`src/tprc_pkg.sv`:
```
package tprc_pkg;

  // Register indices; byte address is four times the index
  localparam logic [5:0] idx_plm0 = 6'h26;
  localparam logic [5:0] idx_plm1 = 6'h27;
  localparam logic [5:0] idx_plm2 = 6'h28;
  localparam logic [5:0] idx_rc0  = 6'h29;
  localparam logic [5:0] idx_offl = 6'h2a;
  localparam logic [5:0] idx_cfg  = 6'h2b;
  localparam logic [5:0] idx_stat = 6'h2c;

  localparam logic [7:0] plm0_rst = 8'h7b;
  localparam logic [7:0] plm1_rst = 8'h03;
  localparam logic [7:0] plm2_rst = 8'h40;
  localparam logic [7:0] plm2_msk = 8'h6f;
  localparam logic [7:0] rc0_rst  = 8'h00;
  localparam logic [7:0] offl_rst = 8'h00;
  localparam logic [7:0] cfg_rst  = 8'h00;

  // Receive control zero fields
  localparam int rc0_auto_crc = 0;
  localparam int rc0_forced   = 1;
  localparam int rc0_sense    = 2;
  localparam int rc0_ramode   = 3;
  localparam int rc0_up_lsb   = 4;
  localparam logic [7:0] rc0_msk = 8'h7f;

  // Configuration fields
  localparam int cfg_cmi     = 3;
  localparam int cfg_mf_lsb  = 4;
  localparam logic [7:0] cfg_msk = 8'h3f;
  localparam logic [2:0] pfc_sync   = 3'h0;
  localparam logic [2:0] pfc_marker = 3'h1;

  // Status fields
  localparam int st_alarm = 0;
  localparam int st_crc   = 1;
  localparam int st_ovf   = 2;
  localparam int st_fifo  = 3;

  localparam int tx_tri_bit  = 6;
  localparam int tx_dis_bit  = 5;
  localparam logic [1:0] release_count = 2'h3;

  typedef enum logic [1:0] {mf_f4, mf_f12, mf_esf, mf_f72} tprc_mf_t;
  typedef enum logic [2:0] {sp_idle, sp_1, sp_2, sp_3, sp_4} tprc_sp_t;

endpackage : tprc_pkg

```
`src/tprc_fifo.sv`:
```
`timescale 1ns/1ns
module tprc_fifo #(
  parameter int width = 2,
  parameter int depth = 4
) (
  input  wire logic             clock_in,
  input  wire logic             rstn_in,
  input  wire logic             in_valid_in,
  output logic                  in_ready_out,
  input  wire logic [width-1:0] in_data_in,
  output logic                  out_valid_out,
  input  wire logic             out_ready_in,
  output logic [width-1:0]      out_data_out
);
  localparam int aw = $clog2(depth);
  logic [width-1:0] mem [depth];
  logic [aw-1:0]    wr_ptr_reg;
  logic [aw-1:0]    rd_ptr_reg;
  logic [aw:0]      count_reg;
  wire              push = in_valid_in && in_ready_out;
  wire              pop  = out_valid_out && out_ready_in;

  assign in_ready_out  = (count_reg != (aw+1)'(depth));
  assign out_valid_out = (count_reg != '0);
  assign out_data_out  = mem[rd_ptr_reg];

  always_ff @(posedge clock_in) begin
    if (push) mem[wr_ptr_reg] <= in_data_in;
  end

  always_ff @(posedge clock_in or negedge rstn_in) begin
    if (!rstn_in) begin
      wr_ptr_reg <= '0;
      rd_ptr_reg <= '0;
      count_reg  <= '0;
    end else begin
      if (push) wr_ptr_reg <= (wr_ptr_reg == aw'(depth-1)) ? '0 : wr_ptr_reg + 1'b1;
      if (pop) rd_ptr_reg <= (rd_ptr_reg == aw'(depth-1)) ? '0 : rd_ptr_reg + 1'b1;
      count_reg <= count_reg + (aw+1)'(push) - (aw+1)'(pop);
    end
  end
endmodule : tprc_fifo

```
`src/tprc_top.sv`:
```
// Overview of operation
// - With bit-2 detection selected, the alarm clears after three frames in a row without the all-channel bit-2-zero condition.
// - In the 12-frame format the alarm clears after three multiframes in a row without the signalling-bit alarm.
// - In extended superframe the alarm clears after the data-link alarm pattern is missed three times in a row.
// - With automatic inversion on, a CRC error inverts all CRC bits of the next outgoing multiframe, or of the next two if it comes with a multiframe start.
// - Automatic and forced CRC inversion are ORed, either one inverts the transmitted CRC bits.
// - While forced inversion is set, outgoing CRC bits are inverted before transmission.
// - Dual-rail inputs are active low when the sense bit is 0 and active high when it is 1.
// - The coded CMI input is active high when the sense bit is 0 and active low when it is 1.
// - The upper offset field gives bits 10 to 8 of the offset, and software never selects sync input and marker output together.
// - Port function 000 loads the offset into the receive bit counter while the sync pulse is active.
// - Port function 001 outputs a frame marker when the bit counter reaches the programmed position.
// - Each transmit pulse is four sub-pulses, whose 5-bit levels go out first to fourth.
//
// The Avalon-MM register port was left to the implementer.
`timescale 1ns/1ns
module tprc_top
  import tprc_pkg::*;
(
  input  wire logic       clock_in,
  input  wire logic       rstn_in,
  // Avalon-MM slave, byte addresses
  input  wire logic [7:0] avs_address_in,
  input  wire logic       avs_read_in,
  input  wire logic       avs_write_in,
  input  wire logic [31:0] avs_writedata_in,
  output logic [31:0]     avs_readdata_out,
  output logic            avs_waitrequest_out,
  // Receive line pins
  input  wire logic       rx_positive_rail_in,
  input  wire logic       rx_negative_rail_in,
  input  wire logic       rx_coded_data_in,
  input  wire logic       rx_sync_pulse_n_in,
  output logic            rx_frame_marker_out,
  output logic [10:0]     rx_bit_count_out,
  // Sensed receive data towards the framer
  output logic [1:0]      rx_data_out,
  output logic            rx_data_valid_out,
  input  wire logic       rx_data_ready_in,
  // Remote alarm events from the framer
  input  wire logic       remote_alarm_set_in,
  input  wire logic       frame_end_in,
  input  wire logic       bit2_zero_in,
  input  wire logic       multiframe_end_in,
  input  wire logic       fs_alarm_in,
  input  wire logic       dl_check_in,
  input  wire logic       dl_pattern_in,
  output logic            remote_alarm_out,
  // Transmit CRC path
  input  wire logic       crc_error_in,
  input  wire logic       tx_multiframe_start_in,
  input  wire logic       tx_crc_valid_in,
  input  wire logic       tx_crc_bit_in,
  output logic            tx_crc_valid_out,
  output logic            tx_crc_bit_out,
  // Transmit pulse shaping
  input  wire logic       tx_pulse_start_in,
  input  wire logic       subpulse_tick_in,
  output logic [4:0]      tx_level_out,
  output logic            tx_level_valid_out,
  output logic            tx_line_tristate_out,
  output logic            tx_tristate_auto_disable_out
);

  function automatic logic sense(input logic pin, input logic active_high);
    sense = active_high ? pin : ~pin;
  endfunction : sense

  // Reset release
  logic rst_meta_reg;
  logic rstn_reg;
  always_ff @(posedge clock_in or negedge rstn_in) begin
    if (!rstn_in) begin
      rst_meta_reg <= 1'b0;
      rstn_reg     <= 1'b0;
    end else begin
      rst_meta_reg <= 1'b1;
      rstn_reg     <= rst_meta_reg;
    end
  end

  // Pin synchronisers
  logic [3:0] pin_meta_reg;
  logic [3:0] pin_sync_reg;
  wire  [3:0] pin_raw = {rx_sync_pulse_n_in, rx_coded_data_in,
                         rx_negative_rail_in, rx_positive_rail_in};
  always_ff @(posedge clock_in or negedge rstn_reg) begin
    if (!rstn_reg) begin
      pin_meta_reg <= 4'hf;
      pin_sync_reg <= 4'hf;
    end else begin
      pin_meta_reg <= pin_raw;
      pin_sync_reg <= pin_meta_reg;
    end
  end

  // Registers
  logic [7:0] plm0_reg;
  logic [7:0] plm1_reg;
  logic [7:0] plm2_reg;
  logic [7:0] rc0_reg;
  logic [7:0] offl_reg;
  logic [7:0] cfg_reg;
  logic       ovf_reg;
  logic       wait_reg;
  logic [31:0] rdata_reg;

  wire [5:0] idx      = avs_address_in[7:2];
  wire       req      = avs_read_in || avs_write_in;
  wire       wr_do    = avs_write_in && !wait_reg;
  wire [7:0] wdata    = avs_writedata_in[7:0];
  wire       wr_plm0  = wr_do && (idx == idx_plm0);
  wire       wr_plm1  = wr_do && (idx == idx_plm1);
  wire       wr_plm2  = wr_do && (idx == idx_plm2);
  wire       wr_rc0   = wr_do && (idx == idx_rc0);
  wire       wr_offl  = wr_do && (idx == idx_offl);
  wire       wr_cfg   = wr_do && (idx == idx_cfg);
  wire       wr_stat  = wr_do && (idx == idx_stat);

  // Control fields
  wire       auto_crc_invert          = rc0_reg[rc0_auto_crc];
  wire       forced_tx_crc_invert     = rc0_reg[rc0_forced];
  wire       rx_input_sense           = rc0_reg[rc0_sense];
  wire       remote_alarm_mode_select = rc0_reg[rc0_ramode];
  wire [2:0] rx_offset_upper          = rc0_reg[rc0_up_lsb +: 3];
  wire [10:0] rx_offset_value         = {rx_offset_upper, offl_reg};
  wire [2:0] rx_port_function_code    = cfg_reg[2:0];
  wire       cmi_mode                 = cfg_reg[cfg_cmi];
  tprc_mf_t  mf_format;
  assign mf_format = tprc_mf_t'(cfg_reg[cfg_mf_lsb +: 2]);

  // Sub-pulse levels span the three mask registers
  wire [4:0] first_subpulse_level  = plm0_reg[4:0];
  wire [4:0] second_subpulse_level = {plm1_reg[1:0], plm0_reg[7:5]};
  wire [4:0] third_subpulse_level  = plm1_reg[6:2];
  wire [4:0] fourth_subpulse_level = {plm2_reg[3:0], plm1_reg[7]};

  logic [7:0] status;
  wire  fifo_in_ready;
  wire  fifo_out_valid;
  logic crc_active_reg;

  always_comb begin
    status           = 8'h00;
    status[st_alarm] = remote_alarm_out;
    status[st_crc]   = crc_active_reg;
    status[st_ovf]   = ovf_reg;
    status[st_fifo]  = fifo_out_valid;
  end

  logic [7:0] rd_mux;
  always_comb begin
    unique case (idx)
      idx_plm0: rd_mux = plm0_reg;
      idx_plm1: rd_mux = plm1_reg;
      idx_plm2: rd_mux = plm2_reg;
      idx_rc0:  rd_mux = rc0_reg;
      idx_offl: rd_mux = offl_reg;
      idx_cfg:  rd_mux = cfg_reg;
      idx_stat: rd_mux = status;
      default:  rd_mux = 8'h00;
    endcase
  end

  // One wait cycle: capture, then waitrequest low for one edge
  always_ff @(posedge clock_in or negedge rstn_reg) begin
    if (!rstn_reg) begin
      wait_reg  <= 1'b1;
      rdata_reg <= 32'h0000_0000;
    end else if (req && wait_reg) begin
      wait_reg  <= 1'b0;
      rdata_reg <= {24'h00_0000, rd_mux};
    end else begin
      wait_reg  <= 1'b1;
    end
  end
  assign avs_waitrequest_out = wait_reg;
  assign avs_readdata_out    = rdata_reg;

  always_ff @(posedge clock_in or negedge rstn_reg) begin
    if (!rstn_reg) begin
      plm0_reg <= plm0_rst;
      plm1_reg <= plm1_rst;
      plm2_reg <= plm2_rst;
      rc0_reg  <= rc0_rst;
      offl_reg <= offl_rst;
      cfg_reg  <= cfg_rst;
    end else begin
      if (wr_plm0) plm0_reg <= wdata;
      if (wr_plm1) plm1_reg <= wdata;
      if (wr_plm2) plm2_reg <= wdata & plm2_msk;
      if (wr_rc0) rc0_reg <= wdata & rc0_msk;
      if (wr_offl) offl_reg <= wdata;
      if (wr_cfg) cfg_reg <= wdata & cfg_msk;
    end
  end

  // Rails and coded input have opposite senses
  wire pos_sensed   = sense(pin_sync_reg[0], rx_input_sense);
  wire neg_sensed   = sense(pin_sync_reg[1], rx_input_sense);
  wire coded_sensed = sense(pin_sync_reg[2], !rx_input_sense);
  wire sync_active  = !pin_sync_reg[3];
  wire [1:0] rx_word = cmi_mode ? {coded_sensed, 1'b0} : {pos_sensed, neg_sensed};

  // Line data cannot stall, so a full buffer drops the bit and flags it
  always_ff @(posedge clock_in or negedge rstn_reg) begin
    if (!rstn_reg) begin
      ovf_reg <= 1'b0;
    end else if (!fifo_in_ready) begin
      ovf_reg <= 1'b1;
    end else if (wr_stat && wdata[st_ovf]) begin
      ovf_reg <= 1'b0;
    end
  end

  wire [1:0] fifo_data;
  wire       take_out = !rx_data_valid_out || rx_data_ready_in;
  tprc_fifo #(
    .width (2),
    .depth (4)
  ) u_fifo (
    .clock_in      (clock_in),
    .rstn_in       (rstn_reg),
    .in_valid_in   (1'b1),
    .in_ready_out  (fifo_in_ready),
    .in_data_in    (rx_word),
    .out_valid_out (fifo_out_valid),
    .out_ready_in  (take_out),
    .out_data_out  (fifo_data)
  );

  always_ff @(posedge clock_in or negedge rstn_reg) begin
    if (!rstn_reg) begin
      rx_data_valid_out <= 1'b0;
      rx_data_out       <= 2'h0;
    end else if (take_out) begin
      rx_data_valid_out <= fifo_out_valid;
      rx_data_out       <= fifo_data;
    end
  end

  // Receive bit counter, offset load and frame marker
  logic [10:0] bit_count_reg;
  wire load_offset = (rx_port_function_code == pfc_sync) && sync_active;
  wire marker_hit  = (rx_port_function_code == pfc_marker)
                     && (bit_count_reg == rx_offset_value);
  always_ff @(posedge clock_in or negedge rstn_reg) begin
    if (!rstn_reg) begin
      bit_count_reg       <= 11'h000;
      rx_frame_marker_out <= 1'b0;
    end else begin
      bit_count_reg       <= load_offset ? rx_offset_value
                                         : bit_count_reg + 11'h001;
      rx_frame_marker_out <= marker_hit;
    end
  end
  assign rx_bit_count_out = bit_count_reg;

  // Remote alarm release
  logic [1:0] absent_count_reg;
  logic       rel_event;
  logic       rel_absent;
  always_comb begin
    rel_event  = frame_end_in;
    rel_absent = !bit2_zero_in;
    if (!remote_alarm_mode_select) begin
      unique case (mf_format)
        mf_f12: begin
          rel_event  = multiframe_end_in;
          rel_absent = !fs_alarm_in;
        end
        mf_esf: begin
          rel_event  = dl_check_in;
          rel_absent = !dl_pattern_in;
        end
        mf_f4, mf_f72: begin
          rel_event  = frame_end_in;
          rel_absent = !bit2_zero_in;
        end
      endcase
    end
  end

  wire release_now = rel_event && rel_absent && (absent_count_reg == release_count - 2'h1);
  always_ff @(posedge clock_in or negedge rstn_reg) begin
    if (!rstn_reg) begin
      remote_alarm_out <= 1'b0;
      absent_count_reg <= 2'h0;
    end else if (remote_alarm_set_in) begin
      remote_alarm_out <= 1'b1;
      absent_count_reg <= 2'h0;
    end else if (remote_alarm_out && rel_event) begin
      if (!rel_absent) begin
        absent_count_reg <= 2'h0;
      end else if (release_now) begin
        remote_alarm_out <= 1'b0;
        absent_count_reg <= 2'h0;
      end else begin
        absent_count_reg <= absent_count_reg + 2'h1;
      end
    end
  end

  // CRC inversion: an error arms the next outgoing multiframe, or the next two if it comes with a multiframe start
  logic crc_pending_reg;
  always_ff @(posedge clock_in or negedge rstn_reg) begin
    if (!rstn_reg) begin
      crc_pending_reg <= 1'b0;
      crc_active_reg  <= 1'b0;
    end else begin
      if (tx_multiframe_start_in) begin
        crc_active_reg <= auto_crc_invert && (crc_pending_reg || crc_error_in);
      end
      if (crc_error_in) begin
        crc_pending_reg <= 1'b1;
      end else if (tx_multiframe_start_in) begin
        crc_pending_reg <= 1'b0;
      end
    end
  end

  wire crc_invert = forced_tx_crc_invert || (auto_crc_invert && crc_active_reg);
  always_ff @(posedge clock_in or negedge rstn_reg) begin
    if (!rstn_reg) begin
      tx_crc_valid_out <= 1'b0;
      tx_crc_bit_out   <= 1'b0;
    end else begin
      tx_crc_valid_out <= tx_crc_valid_in;
      tx_crc_bit_out   <= tx_crc_bit_in ^ crc_invert;
    end
  end

  // Sub-pulse sequencer
  tprc_sp_t sp_reg;
  tprc_sp_t sp_next;
  always_comb begin
    sp_next = sp_reg;
    unique case (sp_reg)
      sp_idle: if (tx_pulse_start_in) sp_next = sp_1;
      sp_1:    if (subpulse_tick_in) sp_next = sp_2;
      sp_2:    if (subpulse_tick_in) sp_next = sp_3;
      sp_3:    if (subpulse_tick_in) sp_next = sp_4;
      sp_4:    if (subpulse_tick_in) sp_next = sp_idle;
      default: sp_next = sp_idle;
    endcase
  end

  logic [4:0] level_sel;
  always_comb begin
    unique case (sp_next)
      sp_1:    level_sel = first_subpulse_level;
      sp_2:    level_sel = second_subpulse_level;
      sp_3:    level_sel = third_subpulse_level;
      sp_4:    level_sel = fourth_subpulse_level;
      default: level_sel = 5'h00;
    endcase
  end

  always_ff @(posedge clock_in or negedge rstn_reg) begin
    if (!rstn_reg) begin
      sp_reg                       <= sp_idle;
      tx_level_out                 <= 5'h00;
      tx_level_valid_out           <= 1'b0;
      tx_line_tristate_out         <= 1'b0;
      tx_tristate_auto_disable_out <= 1'b0;
    end else begin
      sp_reg                       <= sp_next;
      tx_level_out                 <= level_sel;
      tx_level_valid_out           <= (sp_next != sp_idle);
      tx_line_tristate_out         <= plm2_reg[tx_tri_bit];
      tx_tristate_auto_disable_out <= plm2_reg[tx_dis_bit];
    end
  end

endmodule : tprc_top

```
`config.mk`:
```
export PLATFORM = sky130hd
export DESIGN_NAME = tprc_top
export DESIGN_NICKNAME = d
export VERILOG_FILES = /design/src/tprc_pkg.sv /design/src/tprc_fifo.sv /design/src/tprc_top.sv
export SDC_FILE = /design/constraint.sdc
export NUM_CORES = 1
export LEC_CHECK = 0
export ABC_AREA = 0
export BUFFER_PORTS_ARGS = -buffer_cell sky130_fd_sc_hd__buf_2
export CAP_MARGIN = 20
export CORE_UTILIZATION = 50
export DETAILED_ROUTE_END_ITERATION = 10
export PLACE_DENSITY_LB_ADDON = 0.08
export SLEW_MARGIN = 0
export SYNTH_ARGS = -nofsm -noshare
export SYNTH_HDL_FRONTEND = slang
export SYNTH_SLANG_ARGS = --single-unit
```
`constraint.sdc`:
```
create_clock -name clock_in -period 3.7 [get_ports clock_in]
set_clock_uncertainty 0.1 [all_clocks]
set_input_delay 0.74 -clock clock_in [delete_from_list [all_inputs] [get_ports clock_in]]
set_output_delay 0.74 -clock clock_in [all_outputs]
set_load 0.02 [all_outputs]
```
# Yosys cells after proc, flatten, opt, wreduce, memory -nomap -nowiden
# Memory sizes are Yosys's and may differ from the RTL's. A register that Yosys moved wholly into a read port is not among the register bits.
# Cells that the tools add are included.
[op_classes]
addsub = 6
mux = 34
eq_ne = 25
bitwise_logic = 4
n_reduce_logical = 40
[ops]
columns = ["op", "n"]
rows = [
  ["one-hot mux 8 bit (7 select lines)", 1],
  ["== test 6 bit, second input constant", 7],
  ["one-hot mux 5 bit (4 select lines)", 1],
  ["logical AND 1 bit", 18],
  ["2-to-1 mux 1 bit", 16],
  ["2-to-1 mux 3 bit", 5],
  ["one-hot mux 3 bit (5 select lines)", 1],
  ["2-to-1 mux 2 bit", 7],
  ["== test 3 x 2 -> 1 bit, second input constant", 4],
  ["adder 11 x 1 -> 11 bit, second input constant", 1],
  ["== test 11 bit", 1],
  ["2-to-1 mux 11 bit", 1],
  ["== test 2 bit, second input constant", 5],
  ["== test 3 x 1 -> 1 bit, second input constant", 3],
  ["nonzero test 2 bit", 4],
  ["logical NOT 1 bit", 7],
  ["adder 2 x 1 -> 2 bit, second input constant", 3],
  ["== test 3 bit, second input constant", 2],
  ["logical NOT 3 bit", 2],
  ["one-hot mux 1 bit (3 select lines)", 2],
  ["nonzero test 3 bit", 2],
  ["logical OR 1 bit", 4],
  ["adder 3 x 1 -> 3 bit", 1],
  ["!= test 3 bit, second input constant", 1],
  ["8 further kinds", 10],
]
[word_totals]
in_bits = 62
ramBits = 8
word_cells = 140
ff_bits = 101
n_memories = 1
out_inout_bits = 59
[memory_table]
columns = ["memory", "depth", "word_bits", "read_ports", "rd_ports_with_merged_regs", "wr", "line", "text"]
rows = [
  ["u_fifo.mem", 4, 2, 1, 1, 1, "tprc_fifo.sv:16", "logic [width-1:0] mem [depth];"],
]

# Logic depth before layout (Yosys ltp)
[logic_depth]
word_depth = 10
ltp_mapped = 9
depth_no_buf = 9

# Modules after synthesis
# Synthesis repeated with hierarchy kept, for this count alone.
[hier_totals]
cells_unflattened = 467
hier_area_um2 = 5549.1
[modules_own_cells]
columns = ["mod", "area_per_inst_um2", "cells_per_inst", "seq_area_each_um2", "n_inst"]
rows = [
  ["tprc_top", 4815.9, 419, 2424.8, 1],
  ["tprc_fifo", 733.2, 48, 415.4, 1],
]

# Worst setup path before layout
# No wires, ideal clock.
[synth_timing]
path_kind = "input to register"
start = "in rx_data_ready_in"
end = "reg u_fifo.count_reg[2]"
setup_ns = 0.123
arrival_time_ns = 2.226
path_slack_ns = 1.251
required_time_ns = 3.477
n_path_buf = 0
path_stages = 9
cell_sequence = "nand2b_1 and2_1 ha_1 inv_1 ha_1 inv_1 fa_1 xnor2_1 xnor2_1"
[synth_between]
elab_chain_len = 3
[synth_lines]
columns = ["element", "line", "text"]
rows = [
  ["from (decl)", "tprc_top.sv:39", "input wire logic rx_data_ready_in,"],
  ["logical OR 1 bit", "tprc_top.sv:217", "wire take_out = !rx_data_valid_out || rx_data_ready_in;"],
  ["logical AND 1 bit", "tprc_fifo.sv:21", "wire pop = out_valid_out && out_ready_in;"],
  ["via u_fifo.pop", "tprc_fifo.sv:21", ""],
  ["subtractor 3 x 1 -> 3 bit", "tprc_fifo.sv:39", "count_reg <= count_reg + (aw+1)'(push) - (aw+1)'(pop);"],
  ["to (signal assigned)", "tprc_fifo.sv:39", ""],
  ["to (decl)", "tprc_fifo.sv:19", "logic [aw:0] count_reg;"],
]
# The timed path passes the listed nets, and every way through them passes these cells.
# A chain may end at the register's enable or synchronous reset.

# Final worst setup path
[layout_timing]
start = "reg u_fifo.count_reg[2]"
end = "reg u_fifo.count_reg[2]"
[layout_between]
elab_chain_len = 3
word_cells_on_any_way = 5
classes_between = "add/sub (2); eq/ne (1); reduce/logical (2)"
[layout_lines]
columns = ["element", "line", "text"]
rows = [
  ["nonzero test 3 bit", "tprc_fifo.sv:24", "assign out_valid_out = (count_reg != '0);"],
  ["logical AND 1 bit", "tprc_fifo.sv:21", ""],
  ["via u_fifo.pop", "tprc_fifo.sv:21", ""],
  ["subtractor 3 x 1 -> 3 bit", "tprc_fifo.sv:39", ""],
]
# The timed path passes the listed nets, and every way through them passes these cells.

==> reports/summary.txt <==
status -> finished clean
vias after detailed routing -> 3405
clk slew on worst S/H paths -> 0.11 ns
worst slack, placed -> 1.03 ns
P_int -> 2.11 mW
height of the die -> 106 µm
post-synthesis sequential area ratio -> 53.0%
FMAX -> 0.415 GHz
Final min period -> 2.41 ns
post-route insts no fill -> 640
Max-cap violations -> 0
H-Tree Level Count -> 3
share of cells above drive strength 1 -> 37.3%
ys async rst share -> 92.8%
Site Rows -> 37
TritonCTS clock tree -> done
Critical Path AT -> 2.62 ns
die area -> 0.0111 mm²
Synth cell types -> 60
Setup Viol. Count Final -> 0
worst-margin pin slew -> 0.685 ns
number of flip-flops in the largest register -> 11
Worst VDD drop -> 261 µV
top_reg_cell synth -> dfrtp_1
placed cells -> 623
Leak -> 2.73 nW
required time worst endpoint -> 3.91 ns
sequential power share -> 51.1%
Max Fanout on Critical Path -> 3
Boundary Pins -> 121
Seq cells post-synth -> 111
number of fill cells -> 910
crit path kind -> flop to flop
type of the most critical hold path -> flop to asynchronous set/reset pin
CTS buffer count -> 9
final wirelength -> 10.6 mm
Final ANT Viol Nets -> 0
Area Overhead vs Synth -> 11.3%
WL/cell -> 16.6 µm
Initial Util -> 51.7%
number of vias per cell -> 5.32
vias in the first global route -> 3246
DP Wirelength -> 7.95 mm
area of the multi-input gates -> 0.00229 mm²
Switch Pwr -> 1.08 mW
RePlAce Congestion -> 0.801
initial antenna violation count -> 0
Hold Vio Cnt, Final -> 0
RSZ-0062 raised after global routing -> no
crit start category -> flop
Final Net Count -> 572
clk buf depth -> 2
die width -> 106 µm
mapped cell area -> 0.00536 mm²
synth warn -> 0
crit share post-route -> 65.1%
final worst slack -> 1.29 ns
I/O Buffers -> 70
logic gate share of total power -> 26.8%
Pre-antenna DRT Iters -> 5
largest net degree at the start of global routing -> 48
Slew Limit Fails -> 0
Synth Instances -> 424
total power -> 3.19 mW
power density cells -> 534 mW/mm²
total negative setup slack -> 0 ns
# diodes -> 0
clock power share -> 22.2%
Net Sw Frac -> 33.8%
Residual DRC -> 0
initial detailed-routing violation count -> 124
clock root cell -> clkbuf_8
Storage cell area -> 0.00284 mm²
first-pass GRT wire length -> 17.4 mm
CP Capture Type -> flop
Tot GR Track Use -> 20.6%
CTS Sinks -> 111
Post-synth EDFFs -> 8
Overflow after GRT -> 0
max_slew headroom -> 54.1%
core area -> 0.0104 mm²
post-CTS sizing -> 0
clock latency on the worst-skew pair -> 0.38 ns
Avg Cell Area, Syn -> 12.6 µm²
-- cells in the mapped netlist, types with 5 or more instances --
| library cell | n | area (µm²) |
|---|---|---|
| a21oi_1 | 7 | 35.0 |
| dfrtp_1 | 85 | 2130 |
| mux2_2 | 55 | 619 |
| edfxtp_1 | 8 | 240 |
| mux4_2 | 7 | 158 |
| inv_1 | 17 | 63.8 |
| mux2i_1 | 10 | 100 |
| a32oi_1 | 10 | 87.6 |
| o21ai_0 | 21 | 105 |
| buf_4 | 28 | 210 |
| dfstp_2 | 18 | 473 |
| nor2_1 | 9 | 33.8 |
| nor2b_1 | 9 | 56.3 |
| nand2_1 | 28 | 105 |
| ha_1 | 10 | 125 |
| xnor2_1 | 21 | 184 |
| nor3_1 | 6 | 30.0 |
| nand3_1 | 5 | 25.0 |
-- power groups by stage --
stage	Combinational, mW	Sequential (mW)	Clock, mW
floorplan	0.588	1.69	0
global placement	0.843	1.64	0
detailed placement	0.866	1.65	0
CTS	0.864	1.63	0.723
global route	0.955	1.66	0.773
finish	0.853	1.63	0.706
-- critical path: stages, from the launching register on --
cell and delay [ns]:
dfrtp_1 0.41, or3_1 0.42, and2_1 0.20, ha_1 0.30, inv_1 0.05, ha_1 0.13, inv_1 0.05, fa_1 0.37
xnor2_1 0.17, xnor2_1 0.13
-- cells by family (layout without fill, tap and decap cells) --
logic type	count (synthesis)	count (layout)	synth area share [%]
other	2	25	0.140
flip-flops	111	111	53.0
AND/OR/NAND/NOR	89	89	9.67
adder cells (fa/ha/maj)	11	11	2.71
AO/OA/AOI/OAI	61	61	8.11
XOR/XNOR	25	25	4.09
buffers and inverters	53	110	5.89
multiplexers	72	72	16.4
-- layout make-up --
| type | instances | area share, % |
|---|---|---|
| Sequential cell | 111 | 47.7 |
| Clock inverter | 7 | 1.05 |
| Tap cell | 136 | 2.85 |
| Timing Repair Buffer | 77 | 6.80 |
| Multi-Input combinational cell | 283 | 38.5 |
| Clock buffer | 9 | 2.08 |
| Inverter | 17 | 1.07 |
-- per-stage QoR --
step / util (%) / hold WS (ns) / area [µm²]
6_report: 57.5 / 0.241 / 5960
5_1_grt: 57.5 / 0.268 / 5960
4_1_cts: 57.4 / 0.00857 / 5950
3_5_place_dp: 55.6 / 0.243 / 5770
3_3_place_gp: 55.6 / 0.237 / 5770
2_1_floorplan: - / 0.231 / 5440
-- placed cells by master, fill, tap and decap left out, drive strengths merged, types with 3 or more instances in the layout --
master	count
nor2	10
nand2	30
nand2b	3
xor2	4
mux4	7
mux2i	10
inv	21
buf	76
a32oi	10
nor2b	9
dfrtp	85
dfstp	18
nor3	6
a21oi	7
ha	10
nand3	7
a22oi	4
mux2	55
o21ai	23
or3	3
nand3b	3
edfxtp	8
clkbuf	9
nor4	4
xnor2	21
conb	25
nand4	3
-- timing repair --
action / 4_1_cts / 5_1_grt
endpoints found under the hold margin: 0 / 2
setup buffers: 0 / 0
setup endpoints to repair: 0 / 0
hold buffers: 0 / 1
-- worst paths after layout --
path,from,end,slack [ns],depth (start not counted)
setup / recovery,u_fifo.count_reg[2],u_fifo.count_reg[2],1.29,9
hold / removal,rstn_reg,tx_crc_valid_out,0.24,0
setup reg to reg,u_fifo.count_reg[2],u_fifo.count_reg[2],1.29,9
hold reg to reg,rstn_reg,tx_crc_valid_out,0.24,0
max in group asynchronous,rstn_reg,avs_waitrequest_out,2.33,1
min in group clock_in,pin_meta_reg[3],pin_sync_reg[3],0.26,0
-- layer usage --
| layer | global-route usage, % | vias to the layer above | wire (µm) |
|---|---|---|---|
| met5 | 0 | - | 0 |
| met4 | 6.85 | 0 | 136 |
| li1 | - | 1619 | - |
| met1 | 29.2 | 1710 | 5110 |
| met2 | 32.6 | 64 | 5120 |
| met3 | 3.15 | 12 | 275 |
(Power assumes the default switching activity.)
